**config.mk**
```make
export PLATFORM = sky130hd
export DESIGN_NAME = tar_alert_top
export DESIGN_NICKNAME = d
export VERILOG_FILES = /design/src/shared/tar_pkg.sv /design/src/shared/tar_alarm_if.sv /design/src/tar_pin_sync.sv /design/src/tar_alarm_eval.sv /design/src/tar_alert_top.sv
export VERILOG_INCLUDE_DIRS = /design/src /design/src/shared
export SDC_FILE = /design/constraint.sdc
export NUM_CORES = 1
export LEC_CHECK = 0
export BUFFER_PORTS_ARGS = -buffer_cell sky130_fd_sc_hd__clkbuf_2
export CORE_MARGIN = 10
export CORE_UTILIZATION = 55
export CTS_CLUSTER_DIAMETER = 120
export DETAILED_ROUTE_END_ITERATION = 10
export PLACE_DENSITY_LB_ADDON = 0.1
export SYNTH_ARGS = -nofsm -noshare
export SYNTH_HDL_FRONTEND = slang
export SYNTH_HIERARCHICAL = 1
export SYNTH_SLANG_ARGS = --single-unit
```
**constraint.sdc**
```tcl
create_clock -name clk -period 2.4 [get_ports clk]
set_input_delay 0.36 -clock clk [delete_from_list [all_inputs] [get_ports clk]]
set_output_delay 0.36 -clock clk [all_outputs]
set_load 0.02 [all_outputs]
```
**src/shared/tar_defs.svh**
```systemverilog
`ifndef TAR_DEFS_SVH
`define TAR_DEFS_SVH

// Command codes of the registers that this block holds.
`define TAR_CMD_STATUS   8'h02
`define TAR_CMD_CONFIG   8'h09
`define TAR_CMD_ONESHOT  8'h0f
`define TAR_CMD_ABS      8'hbf
`define TAR_CMD_MAKER    8'hfe
`define TAR_CMD_REVISION 8'hff

// Shared alert response address.
`define TAR_ARA_ADDR     7'h0c

// Field positions.
`define TAR_MASK_BIT     3'd7
`define TAR_MODE_BIT     3'd0
`define TAR_BUSY_BIT     3'd7
`define TAR_LHIGH_BIT    3'd6
`define TAR_LLOW_BIT     3'd5
`define TAR_RHIGH_BIT    3'd4
`define TAR_RLOW_BIT     3'd3
`define TAR_OPEN_BIT     3'd2
`define TAR_RCRIT_BIT    3'd1
`define TAR_LCRIT_BIT    3'd0

// Status bits that may drive the alert line: all but busy and open diode.
`define TAR_ALARM_BITS   8'h7b

// Reset and fixed read values.
`define TAR_CONFIG_RST   8'h00
`define TAR_STATUS_RST   8'h00
`define TAR_BYTE_RST     8'h00
`define TAR_READ_ONES    8'hff
`define TAR_ABS_HIGH     7'h00

// Serial engine counts.
`define TAR_BYTE_BITS    4'h8
`define TAR_CNT_RST      4'h0

// Arbitrary identity defaults.
`define TAR_MAKER_DEFAULT    8'h5c
`define TAR_REVISION_DEFAULT 8'h03
`define TAR_SLAVE_DEFAULT    7'h4c

`endif

```
**src/shared/tar_pkg.sv**
```systemverilog
package tar_pkg;

  typedef enum logic [2:0] {
    SMB_IDLE,
    SMB_ADDR,
    SMB_ADDR_ACK,
    SMB_WR,
    SMB_WR_ACK,
    SMB_RD,
    SMB_RD_ACK
  } tar_smb_state_type;

  typedef logic [7:0] tar_byte_type;

endpackage : tar_pkg

```
**src/shared/tar_alarm_if.sv**
```systemverilog
`timescale 1ns/100ps
interface tar_alarm_if;
  import tar_pkg::*;

  logic         meas_stb;
  tar_byte_type local_temp;
  tar_byte_type remote_temp;
  tar_byte_type local_high;
  tar_byte_type local_low;
  tar_byte_type local_crit;
  tar_byte_type remote_high;
  tar_byte_type remote_low;
  tar_byte_type remote_crit;
  logic         remote_open;
  tar_byte_type alarm_bits;
  logic         alarm_stb;

  modport eval (
    input  meas_stb, local_temp, remote_temp, local_high, local_low, local_crit,
    input  remote_high, remote_low, remote_crit, remote_open,
    output alarm_bits, alarm_stb
  );

  modport core (
    output meas_stb, local_temp, remote_temp, local_high, local_low, local_crit,
    output remote_high, remote_low, remote_crit, remote_open,
    input  alarm_bits, alarm_stb
  );

endinterface : tar_alarm_if

```
**src/tar_pin_sync.sv**
```systemverilog
`timescale 1ns/100ps
module tar_pin_sync #(
  parameter int WIDTH = 2
) (
  input  wire logic             clk,
  input  wire logic             rst_n,
  input  wire logic [WIDTH-1:0] pin_in,
  output logic      [WIDTH-1:0] pin_sync
);

  logic [WIDTH-1:0] stage_r;

  // ****************************************************************
  // Two flip-flop synchroniser; the pins idle high on an open-drain bus.
  // ****************************************************************
  always_ff @(posedge clk or negedge rst_n)
  begin
    if (!rst_n)
    begin
      stage_r  <= '1;
      pin_sync <= '1;
    end
    else
    begin
      stage_r  <= pin_in;
      pin_sync <= stage_r;
    end
  end

endmodule : tar_pin_sync

```
**src/tar_alarm_eval.sv**
```systemverilog
`timescale 1ns/100ps
`include "tar_defs.svh"
module tar_alarm_eval (
  input  wire logic  clk,
  input  wire logic  rst_n,
  tar_alarm_if.eval  alm
);
  import tar_pkg::*;

  function automatic logic above(input tar_byte_type value, input tar_byte_type limit);
    above = $signed(value) > $signed(limit);
  endfunction : above

  function automatic logic below(input tar_byte_type value, input tar_byte_type limit);
    below = $signed(value) < $signed(limit);
  endfunction : below

  tar_byte_type bits_nxt;

  // ****************************************************************
  // Limit comparison of one finished reading.
  // ****************************************************************
  always_comb
  begin
    bits_nxt                 = `TAR_STATUS_RST;
    bits_nxt[`TAR_LHIGH_BIT] = above(alm.local_temp, alm.local_high);
    bits_nxt[`TAR_LLOW_BIT]  = below(alm.local_temp, alm.local_low);
    bits_nxt[`TAR_RHIGH_BIT] = above(alm.remote_temp, alm.remote_high);
    bits_nxt[`TAR_RLOW_BIT]  = below(alm.remote_temp, alm.remote_low);
    bits_nxt[`TAR_OPEN_BIT]  = alm.remote_open;
    bits_nxt[`TAR_RCRIT_BIT] = above(alm.remote_temp, alm.remote_crit);
    bits_nxt[`TAR_LCRIT_BIT] = above(alm.local_temp, alm.local_crit);
  end

  always_ff @(posedge clk or negedge rst_n)
  begin
    if (!rst_n)
    begin
      alm.alarm_bits <= `TAR_STATUS_RST;
      alm.alarm_stb  <= 1'b0;
    end
    else
    begin
      alm.alarm_stb <= alm.meas_stb;
      if (alm.meas_stb)
      begin
        alm.alarm_bits <= bits_nxt;
      end
    end
  end

endmodule : tar_alarm_eval

```
**src/tar_alert_top.sv**
```systemverilog
`timescale 1ns/100ps
`include "tar_defs.svh"
// Function
// - Behaviour bit 0: interrupt or comparator mode.
// - Behaviour bits 7..1 read as zero.
// - Maker byte at FEh, revision at FFh.
// - Trigger write in standby, when not busy, starts one conversion.
// - Trigger register stores nothing, reads FFh.
// - Alert is active low, open drain.
// - Each reading sets alarm bits per limit.
// - Unmasked alarm bits pull alert low.
// - Comparator mode releases alert when condition clears.
// - Interrupt-mode status read sets mask on alarm.
// - Interrupt-mode alarm bits clear only by read.
// - Interrupt-mode status read clears, releases, masks together.
// - Alerting devices answer shared address, lowest wins.
// - Sent response address releases alert, sets mask.
// - Answer response reads only in interrupt mode.
// - Response byte is address then a one.
// - Reset clears mask and behaviour bit.
module tar_alert_top #(
  parameter logic [6:0]   SLAVE_ADDR = `TAR_SLAVE_DEFAULT,
  // Identity values below are arbitrary.
  parameter tar_pkg::tar_byte_type MAKER_ID    = `TAR_MAKER_DEFAULT,
  parameter tar_pkg::tar_byte_type REVISION_ID = `TAR_REVISION_DEFAULT
) (
  input  wire logic                  clk,
  input  wire logic                  rst_n,
  input  wire logic                  scl_in,
  input  wire logic                  sda_in,
  output logic                       sda_out,
  output logic                       sda_oe,
  output logic                       alert_out,
  output logic                       alert_oe,
  input  wire logic                  meas_stb,
  input  wire tar_pkg::tar_byte_type local_temp,
  input  wire tar_pkg::tar_byte_type remote_temp,
  input  wire tar_pkg::tar_byte_type local_high_limit,
  input  wire tar_pkg::tar_byte_type local_low_limit,
  input  wire tar_pkg::tar_byte_type local_crit_limit,
  input  wire tar_pkg::tar_byte_type remote_high_limit,
  input  wire tar_pkg::tar_byte_type remote_low_limit,
  input  wire tar_pkg::tar_byte_type remote_crit_limit,
  input  wire logic                  remote_open,
  input  wire logic                  conv_busy,
  input  wire logic                  standby,
  output logic                       one_shot_start
);
  import tar_pkg::*;

  // ****************************************************************
  // Reset release.
  // ****************************************************************
  logic rst_meta_r;
  logic rst_sync_n;

  always_ff @(posedge clk or negedge rst_n)
  begin
    if (!rst_n)
    begin
      rst_meta_r <= 1'b0;
      rst_sync_n <= 1'b0;
    end
    else
    begin
      rst_meta_r <= 1'b1;
      rst_sync_n <= rst_meta_r;
    end
  end

  // ****************************************************************
  // Bus pins and edge detection.
  // ****************************************************************
  logic [1:0] pins_s;
  logic       scl_s;
  logic       sda_s;
  logic       scl_d_r;
  logic       sda_d_r;

  tar_pin_sync #(.WIDTH(2)) u_sync (
    .clk      (clk),
    .rst_n    (rst_sync_n),
    .pin_in   ({scl_in, sda_in}),
    .pin_sync (pins_s)
  );

  assign scl_s = pins_s[1];
  assign sda_s = pins_s[0];

  always_ff @(posedge clk or negedge rst_sync_n)
  begin
    if (!rst_sync_n)
    begin
      scl_d_r <= 1'b1;
      sda_d_r <= 1'b1;
    end
    else
    begin
      scl_d_r <= scl_s;
      sda_d_r <= sda_s;
    end
  end

  logic bus_start;
  logic bus_stop;
  logic scl_rise;
  logic scl_fall;

  assign bus_start = scl_s && scl_d_r && sda_d_r && !sda_s;
  assign bus_stop  = scl_s && scl_d_r && !sda_d_r && sda_s;
  assign scl_rise  = scl_s && !scl_d_r;
  assign scl_fall  = !scl_s && scl_d_r;

  // ****************************************************************
  // Limit evaluation.
  // ****************************************************************
  tar_alarm_if alm ();

  assign alm.meas_stb    = meas_stb;
  assign alm.local_temp  = local_temp;
  assign alm.remote_temp = remote_temp;
  assign alm.local_high  = local_high_limit;
  assign alm.local_low   = local_low_limit;
  assign alm.local_crit  = local_crit_limit;
  assign alm.remote_high = remote_high_limit;
  assign alm.remote_low  = remote_low_limit;
  assign alm.remote_crit = remote_crit_limit;
  assign alm.remote_open = remote_open;

  tar_alarm_eval u_eval (
    .clk   (clk),
    .rst_n (rst_sync_n),
    .alm   (alm)
  );

  // ****************************************************************
  // Serial slave engine.
  // ****************************************************************
  tar_smb_state_type state_r;
  logic [3:0]        cnt_r;
  tar_byte_type      shift_r;
  tar_byte_type      tx_r;
  tar_byte_type      cmd_r;
  tar_byte_type      rd_data;
  tar_byte_type      load_byte;
  logic              rw_r;
  logic              ara_r;
  logic              first_r;
  logic              nack_r;
  logic              sda_oe_r;
  logic              byte_done;
  logic              addr_hit;
  logic              ara_hit;
  logic              ara_en;
  logic              cmd_stb;
  logic              wr_stb;
  logic              rd_stb;
  logic              ara_ok;

  assign byte_done = cnt_r == `TAR_BYTE_BITS;
  assign addr_hit  = shift_r[7:1] == SLAVE_ADDR;
  assign ara_hit   = (shift_r[7:1] == `TAR_ARA_ADDR) && shift_r[0] && ara_en;
  assign load_byte = ara_r ? {SLAVE_ADDR, 1'b1} : rd_data;
  assign cmd_stb   = scl_fall && (state_r == SMB_WR) && byte_done && first_r;
  assign wr_stb    = scl_fall && (state_r == SMB_WR) && byte_done && !first_r;
  assign rd_stb    = scl_fall && !ara_r && (((state_r == SMB_ADDR_ACK) && rw_r) ||
                     ((state_r == SMB_RD_ACK) && !nack_r));
  assign ara_ok    = scl_fall && (state_r == SMB_RD) && byte_done && ara_r;

  always_ff @(posedge clk or negedge rst_sync_n)
  begin
    if (!rst_sync_n)
    begin
      state_r  <= SMB_IDLE;
      cnt_r    <= `TAR_CNT_RST;
      shift_r  <= `TAR_BYTE_RST;
      tx_r     <= `TAR_BYTE_RST;
      rw_r     <= 1'b0;
      ara_r    <= 1'b0;
      first_r  <= 1'b0;
      nack_r   <= 1'b0;
      sda_oe_r <= 1'b0;
    end
    else if (bus_start)
    begin
      state_r  <= SMB_ADDR;
      cnt_r    <= `TAR_CNT_RST;
      sda_oe_r <= 1'b0;
    end
    else if (bus_stop)
    begin
      state_r  <= SMB_IDLE;
      sda_oe_r <= 1'b0;
    end
    else if (scl_rise)
    begin
      unique case (state_r)
        SMB_ADDR, SMB_WR:
        begin
          shift_r <= {shift_r[6:0], sda_s};
          cnt_r   <= cnt_r + 4'h1;
        end
        SMB_RD:
        begin
          // A released one seen low means a lower address won the line.
          if (!sda_oe_r && !sda_s)
          begin
            state_r <= SMB_IDLE;
          end
          cnt_r <= cnt_r + 4'h1;
        end
        SMB_RD_ACK:
        begin
          nack_r <= sda_s;
        end
        SMB_IDLE, SMB_ADDR_ACK, SMB_WR_ACK:
        begin
        end
      endcase
    end
    else if (scl_fall)
    begin
      unique case (state_r)
        SMB_ADDR:
        begin
          if (byte_done && (addr_hit || ara_hit))
          begin
            state_r  <= SMB_ADDR_ACK;
            sda_oe_r <= 1'b1;
            rw_r     <= shift_r[0];
            ara_r    <= ara_hit;
            first_r  <= !shift_r[0];
          end
          else if (byte_done)
          begin
            state_r <= SMB_IDLE;
          end
        end
        SMB_ADDR_ACK, SMB_RD_ACK:
        begin
          cnt_r <= `TAR_CNT_RST;
          if (state_r == SMB_RD_ACK && nack_r)
          begin
            state_r  <= SMB_IDLE;
            sda_oe_r <= 1'b0;
          end
          else if (state_r == SMB_RD_ACK || rw_r)
          begin
            state_r  <= SMB_RD;
            tx_r     <= {load_byte[6:0], 1'b1};
            sda_oe_r <= !load_byte[7];
          end
          else
          begin
            state_r  <= SMB_WR;
            sda_oe_r <= 1'b0;
          end
        end
        SMB_WR:
        begin
          if (byte_done)
          begin
            state_r  <= SMB_WR_ACK;
            sda_oe_r <= 1'b1;
            first_r  <= 1'b0;
          end
        end
        SMB_WR_ACK:
        begin
          state_r  <= SMB_WR;
          cnt_r    <= `TAR_CNT_RST;
          sda_oe_r <= 1'b0;
        end
        SMB_RD:
        begin
          if (byte_done)
          begin
            state_r  <= SMB_RD_ACK;
            sda_oe_r <= 1'b0;
          end
          else
          begin
            tx_r     <= {tx_r[6:0], 1'b1};
            sda_oe_r <= !tx_r[7];
          end
        end
        SMB_IDLE:
        begin
        end
      endcase
    end
  end

  assign sda_out = 1'b0;
  assign sda_oe  = sda_oe_r;

  // ****************************************************************
  // Register file.
  // ****************************************************************
  tar_byte_type config_r;
  logic         comparator_r;
  tar_byte_type status_r;
  logic         shot_r;
  logic         alert_r;
  logic         status_read;
  logic         alarm_seen;

  assign status_read = rd_stb && (cmd_r == `TAR_CMD_STATUS);
  assign alarm_seen  = |(status_r & `TAR_ALARM_BITS);
  assign ara_en      = alert_r && !comparator_r;

  always_comb
  begin
    rd_data = `TAR_READ_ONES;
    unique case (cmd_r)
      `TAR_CMD_STATUS:   rd_data = {conv_busy, status_r[6:0]};
      `TAR_CMD_CONFIG:   rd_data = config_r;
      `TAR_CMD_ABS:      rd_data = {`TAR_ABS_HIGH, comparator_r};
      `TAR_CMD_MAKER:    rd_data = MAKER_ID;
      `TAR_CMD_REVISION: rd_data = REVISION_ID;
      `TAR_CMD_ONESHOT:  rd_data = `TAR_READ_ONES;
      default:           rd_data = `TAR_READ_ONES;
    endcase
  end

  // Command pointer; kept for receive-byte reads.
  always_ff @(posedge clk or negedge rst_sync_n)
  begin
    if (!rst_sync_n)
    begin
      cmd_r <= `TAR_BYTE_RST;
    end
    else if (cmd_stb)
    begin
      cmd_r <= shift_r;
    end
  end

  always_ff @(posedge clk or negedge rst_sync_n)
  begin
    if (!rst_sync_n)
    begin
      comparator_r <= 1'b0;
    end
    else if (wr_stb && cmd_r == `TAR_CMD_ABS)
    begin
      comparator_r <= shift_r[`TAR_MODE_BIT];
    end
  end

  // Hardware mask setting wins over a host write in the same cycle.
  always_ff @(posedge clk or negedge rst_sync_n)
  begin
    if (!rst_sync_n)
    begin
      config_r <= `TAR_CONFIG_RST;
    end
    else
    begin
      if (wr_stb && cmd_r == `TAR_CMD_CONFIG)
      begin
        config_r <= shift_r;
      end
      if ((status_read && !comparator_r && alarm_seen) || ara_ok)
      begin
        config_r[`TAR_MASK_BIT] <= 1'b1;
      end
    end
  end

  // A new alarm in the cycle of a status read survives the clear.
  always_ff @(posedge clk or negedge rst_sync_n)
  begin
    if (!rst_sync_n)
    begin
      status_r <= `TAR_STATUS_RST;
    end
    else if (comparator_r)
    begin
      if (alm.alarm_stb)
      begin
        status_r <= alm.alarm_bits;
      end
    end
    else
    begin
      status_r <= (status_read ? `TAR_STATUS_RST : status_r) |
                  (alm.alarm_stb ? alm.alarm_bits : `TAR_STATUS_RST);
    end
  end

  always_ff @(posedge clk or negedge rst_sync_n)
  begin
    if (!rst_sync_n)
    begin
      shot_r <= 1'b0;
    end
    else
    begin
      shot_r <= wr_stb && (cmd_r == `TAR_CMD_ONESHOT) && standby && !conv_busy;
    end
  end

  assign one_shot_start = shot_r;

  // ****************************************************************
  // Alert pin.
  // ****************************************************************
  always_ff @(posedge clk or negedge rst_sync_n)
  begin
    if (!rst_sync_n)
    begin
      alert_r <= 1'b0;
    end
    else
    begin
      // A status read in comparator mode must not release the line, even for one cycle.
      alert_r <= alarm_seen && !config_r[`TAR_MASK_BIT] &&
                 !(status_read && !comparator_r) && !ara_ok;
    end
  end

  assign alert_out = 1'b0;
  assign alert_oe  = alert_r;

endmodule : tar_alert_top

```
* After elaboration in Yosys (flattened, before gate mapping) *
Index checks and enable logic that the tools add are counted.

operators by class
  magnitude comparators = 6
  eq/ne operators = 31
  bitwise gates (word level) = 4
  muxes and demuxes = 44
  reduce and logical (&&, ||, !) cells = 76
  $add $sub $neg = 1

operators with widths
  kind                                                              count
  8-bit 2-to-1 mux                                                  8
  8-bit case mux with 5 select lines                                1
  3-bit 2-to-1 mux                                                  12
  1-bit logical AND                                                 35
  8-bit greater-than comparator                                     4
  8-bit == test (second input constant)                             3
  4-bit 2-to-1 mux                                                  6
  8-bit by 4-bit == test with 1-bit output (second input constant)  2
  1-bit logical NOT                                                 16
  8-bit < comparator                                                2
  8-bit case mux with 2 select lines                                1
  3-bit case mux with 5 select lines                                1
  7-bit AND reduction                                               2
  1-bit 2-to-1 mux                                                  12
  2-bit != test (second input constant)                             6
  4-bit AND reduction                                               3
  5-bit != test (second input constant)                             2
  3-bit == test (second input constant)                             3
  3-bit nonzero test                                                3
  8-bit by 2-bit == test with 1-bit output (second input constant)  1
  4-bit by 3-bit != test with 1-bit output (second input constant)  2
  4-bit != test (second input constant)                             2
  8-bit by 7-bit OR with 8-bit output                               1
  8-bit AND reduction                                               1
  22 further kinds                                                  33

word-level totals
  output and inout port bits = 5
  flip-flop bits (word level) = 71
  word-level logic and storage cells = 186
  input bits = 72

* Longest topological paths before layout *
  depth in word-level cells = 11
  gate-level depth with buffers = 8
  gate-level depth less buffers = 7

* Modules after synthesis *
The synthesis kept the hierarchy.

modules (own cells, without submodules)
  module          cells each  seq. area each (sq um)  instances  area each (sq um)
  tar_alert_top   290         1,453.9                 1          3,129.3
  tar_alarm_eval  195         200.2                   1          1,485.2
  tar_pin_sync    4           105.1                   1          105.1

* Worst setup path before layout *
Ideal clock, no wire load.

  path kind = register -> register
  start point = register cnt_r[0]
  end point = register config_r[7]
  path buffers = 0
  required time = 2.269 ns
  library setup time = 0.131 ns
  data arrival time = 2.132 ns
  setup slack = 0.137 ns
  clock period less this slack = 2.263 ns
  stages on the path, launching flop included = 8
  cell sequence = dfrtp_1 -> inv_1 -> ha_1 -> nand3b_4 -> or4_4 -> nand3b_4 -> mux2_4 -> or3_1

between the ends
  word-level cells in the longest chain between the ends = 5
  elaborated cells on any way between the ends = 9
  classes of those cells = eq/ne: 1; mux: 1; reduce/logical: 7

RTL lines
  what                                                    RTL line                                    RTL
  start: declaration                                      tar_alert_top.sv:140                        logic [3:0] cnt_r;
  start signal: assignment                                tar_alert_top.sv:175                        cnt_r <= `TAR_CNT_RST;
  start signal: assignment                                tar_alert_top.sv:187                        cnt_r <= `TAR_CNT_RST;
  start signal: assignment                                tar_alert_top.sv:201                        cnt_r <= cnt_r + 4'h1;
  4-bit == test (no source line) (*)                      --
  1-bit logical AND (on tied branches) (2 in series)      tar_alert_top.sv:168, tar_alert_top.sv:165
  1-bit logical OR or 1-bit logical AND (tied branches)   --
  1-bit 2-to-1 mux or 2-bit nonzero test (tied branches)  --
  end signal: assignment                                  tar_alert_top.sv:356                        config_r <= `TAR_CONFIG_RST;
  end signal: assignment                                  tar_alert_top.sv:362                        config_r <= shift_r;
  end: declaration                                        tar_alert_top.sv:300                        tar_byte_type config_r;

Every way passes the cells marked *; elsewhere a longest branch is shown, timed or not.
A chain may end at the register's enable or synchronous reset.

* Worst setup path in the final report *
Same ends and word-level chain as after synthesis.

==> impl_metrics.toml <==
[timing]
finalWorstSetupSlack_ps = 107
rsz0062_at_grt = "no"
fin_worst_skew_ps = 8.97
max_freq_mhz = 436
fin_crit_sh_pct = 95.6
hold_violations = 0
slew_headroom_pct = 56.4
worstMarginPinSlew_ps = 638
drv_slew = 0
setup-tns-final_ps = 0
finalCriticalPeriod_ps = 2290
fin_hold_ws_ps = 104
setup_viol = 0

[power]
p_per_area_nw_per_um2 = 615
peakVddDrop_uv = 297
p_leak_uw = 0.00276

[route]
avgViaCountPerCell = 5.81
detail-route-antenna-nets = 0
detail_route.drc_violations = 0
wl_per_cell_um = 16.0
totalWireLength_um = 10900
dr.pass1.iters = 4
drtIter0Drc = 241
num_vias = 3962

[clocking]
clock_sinks = 70
cts_root_buffer = "clkbuf_8"
numCtsBuffers = 9
clk_path_buf_depth = 2
cts_tree = "built"
htree_num_levels = 3
clkTransAtPathRegs_ps = 70
clock_latency_ps = 340

[synthesis]
yosys_warnings = 6
synthCells = 487
syn-cell-area_um2 = 4710
syn_avg_cell_area_um2 = 9.67

[die]
die_area_um2 = 12700
dieWidth_um = 113
initial_core_util_pct = 57.0
io-pin-count = 77
rows = 33
core_area_um2 = 8260
die_h_um = 113

[placed_design]
hpwlAfterDp_um = 8930
gp_congestion = 0.874
placed_area_um2 = 5250
dp_cells = 666
port-buffer-count = 74
place_ws_ps = 102

[setup_path]
worst-path-max-fanout = 4
start_kind = "flop"
cp-end-kind = "flop"
required_ps = 2630
crit_arrival_ps = 2520
critPathKind = "reg2reg"

[min_path]
worstHoldPathType = "in2reg"

[global_route]
grt_pass1_wl_um = 18600
grt_pass1_vias = 4132
grt_usage_pct = 17.3
grt-ovfl-total = 0
grt_max_degree = 44
antenna_found_initial = 0

[final_layout]
fin_area_um2 = 5440
fin_cells = 682
fill_cells = 719
n_antenna_cell = 0
drive_gt1_share_pct = 26.3
fin_nets = 696
syn_to_final_growth_pct = 15.6

[flow_run]
cap_viol_max_count = 0

[status]
status = "completed"
metal layers:
| metal | global-route usage, % | wire length, µm | up-vias |
|---|---|---|---|
| li1 | - | - | 1957 |
| met1 | 20.2 | 4660 | 1888 |
| met2 | 30.0 | 5450 | 99 |
| met3 | 3.83 | 570 | 18 |
| met4 | 7.11 | 219 | 0 |
| met5 | 0 | 0 | - |
timing repair:
item                                   4_1_cts  5_1_grt
endpoints found under the hold margin        2        0
resized for setup                            0        0
setup buffers                                0        0
hold buffers                                 1        0
state kept, by name (all words and copies together), names as in the netlist, 2 cells and up:
name / flops
cmd_r: 8
cnt_r: 4
config_r: 8
shift_r: 8
state_r: 3
status_r: 7
tx_r: 8
u_eval/alm.alarm_bits: 7
u_sync/pin_sync: 2
u_sync/stage_r: 2
worst max-delay path, stage by stage, from the launching register on:
cell,delay [ps]
dfrtp_1,410
inv_1,110
ha_1,220
nand3b_4,90
or4_4,510
nand3b_4,190
mux2_4,310
or3_1,340
power breakdown:
part | internal [µW] | switching [µW]
clock | 499 | 432
combinational | 407 | 485
sequential | 1350 | 171
total | 2260 | 1090
area by class of cell:
cell class                      instances  area (µm²)  share of cell area [%]
Inverter                               67         251                    4.62
Sequential cell                        70        1760                    32.3
Tap cell                              105         131                    2.41
Clock inverter                          4        47.5                   0.873
Timing Repair Buffer                   87         483                    8.87
Multi-Input combinational cell        338        2630                    48.3
Clock buffer                           11         141                    2.60
through the flow:
| stage | power (µW) | util, % |
|---|---|---|
| after floorplan | 2120 | - |
| after global placement | 2400 | 63.5 |
| after detailed placement | 2440 | 63.5 |
| after CTS | 3380 | 65.9 |
| after global routing | 3560 | 65.9 |
| final | 3350 | 65.9 |
path summary, 6_finish.rpt:
kind                                      start                            to  slack (ps)  depth (start not counted)
max in group asynchronous  rst_sync_n$_DFF_PN0_  u_sync/pin_sync[1]$_DFF_PN1_        1440                          1
min                                      sda_in   u_sync/stage_r[0]$_DFF_PN1_         100                          1
min reg2reg                rst_sync_n$_DFF_PN0_            nack_r$_DFFE_PN0P_         270                          0
max                        cnt_r[0]$_DFFE_PN0P_       config_r[7]$_DFFE_PN0P_         110                          7
min in group asynchronous  rst_sync_n$_DFF_PN0_            nack_r$_DFFE_PN0P_         270                          0
max reg2reg                cnt_r[0]$_DFFE_PN0P_       config_r[7]$_DFFE_PN0P_         110                          7
cell usage in the layout (no fill, tap or decap), types with 7 or more instances in the layout:
| cell type | instances |
|---|---|
| a21oi_1 | 30 |
| a22o_1 | 10 |
| buf_4 | 11 |
| clkbuf_2 | 74 |
| clkbuf_8 | 10 |
| dfrtp_1 | 63 |
| ha_1 | 51 |
| inv_1 | 67 |
| mux2_2 | 29 |
| nand2_1 | 26 |
| nand3_1 | 7 |
| nor2_1 | 24 |
| nor3_1 | 13 |
| o21ai_0 | 28 |
| o31ai_1 | 7 |
Note: power is estimated with default switching activity, not from simulation.
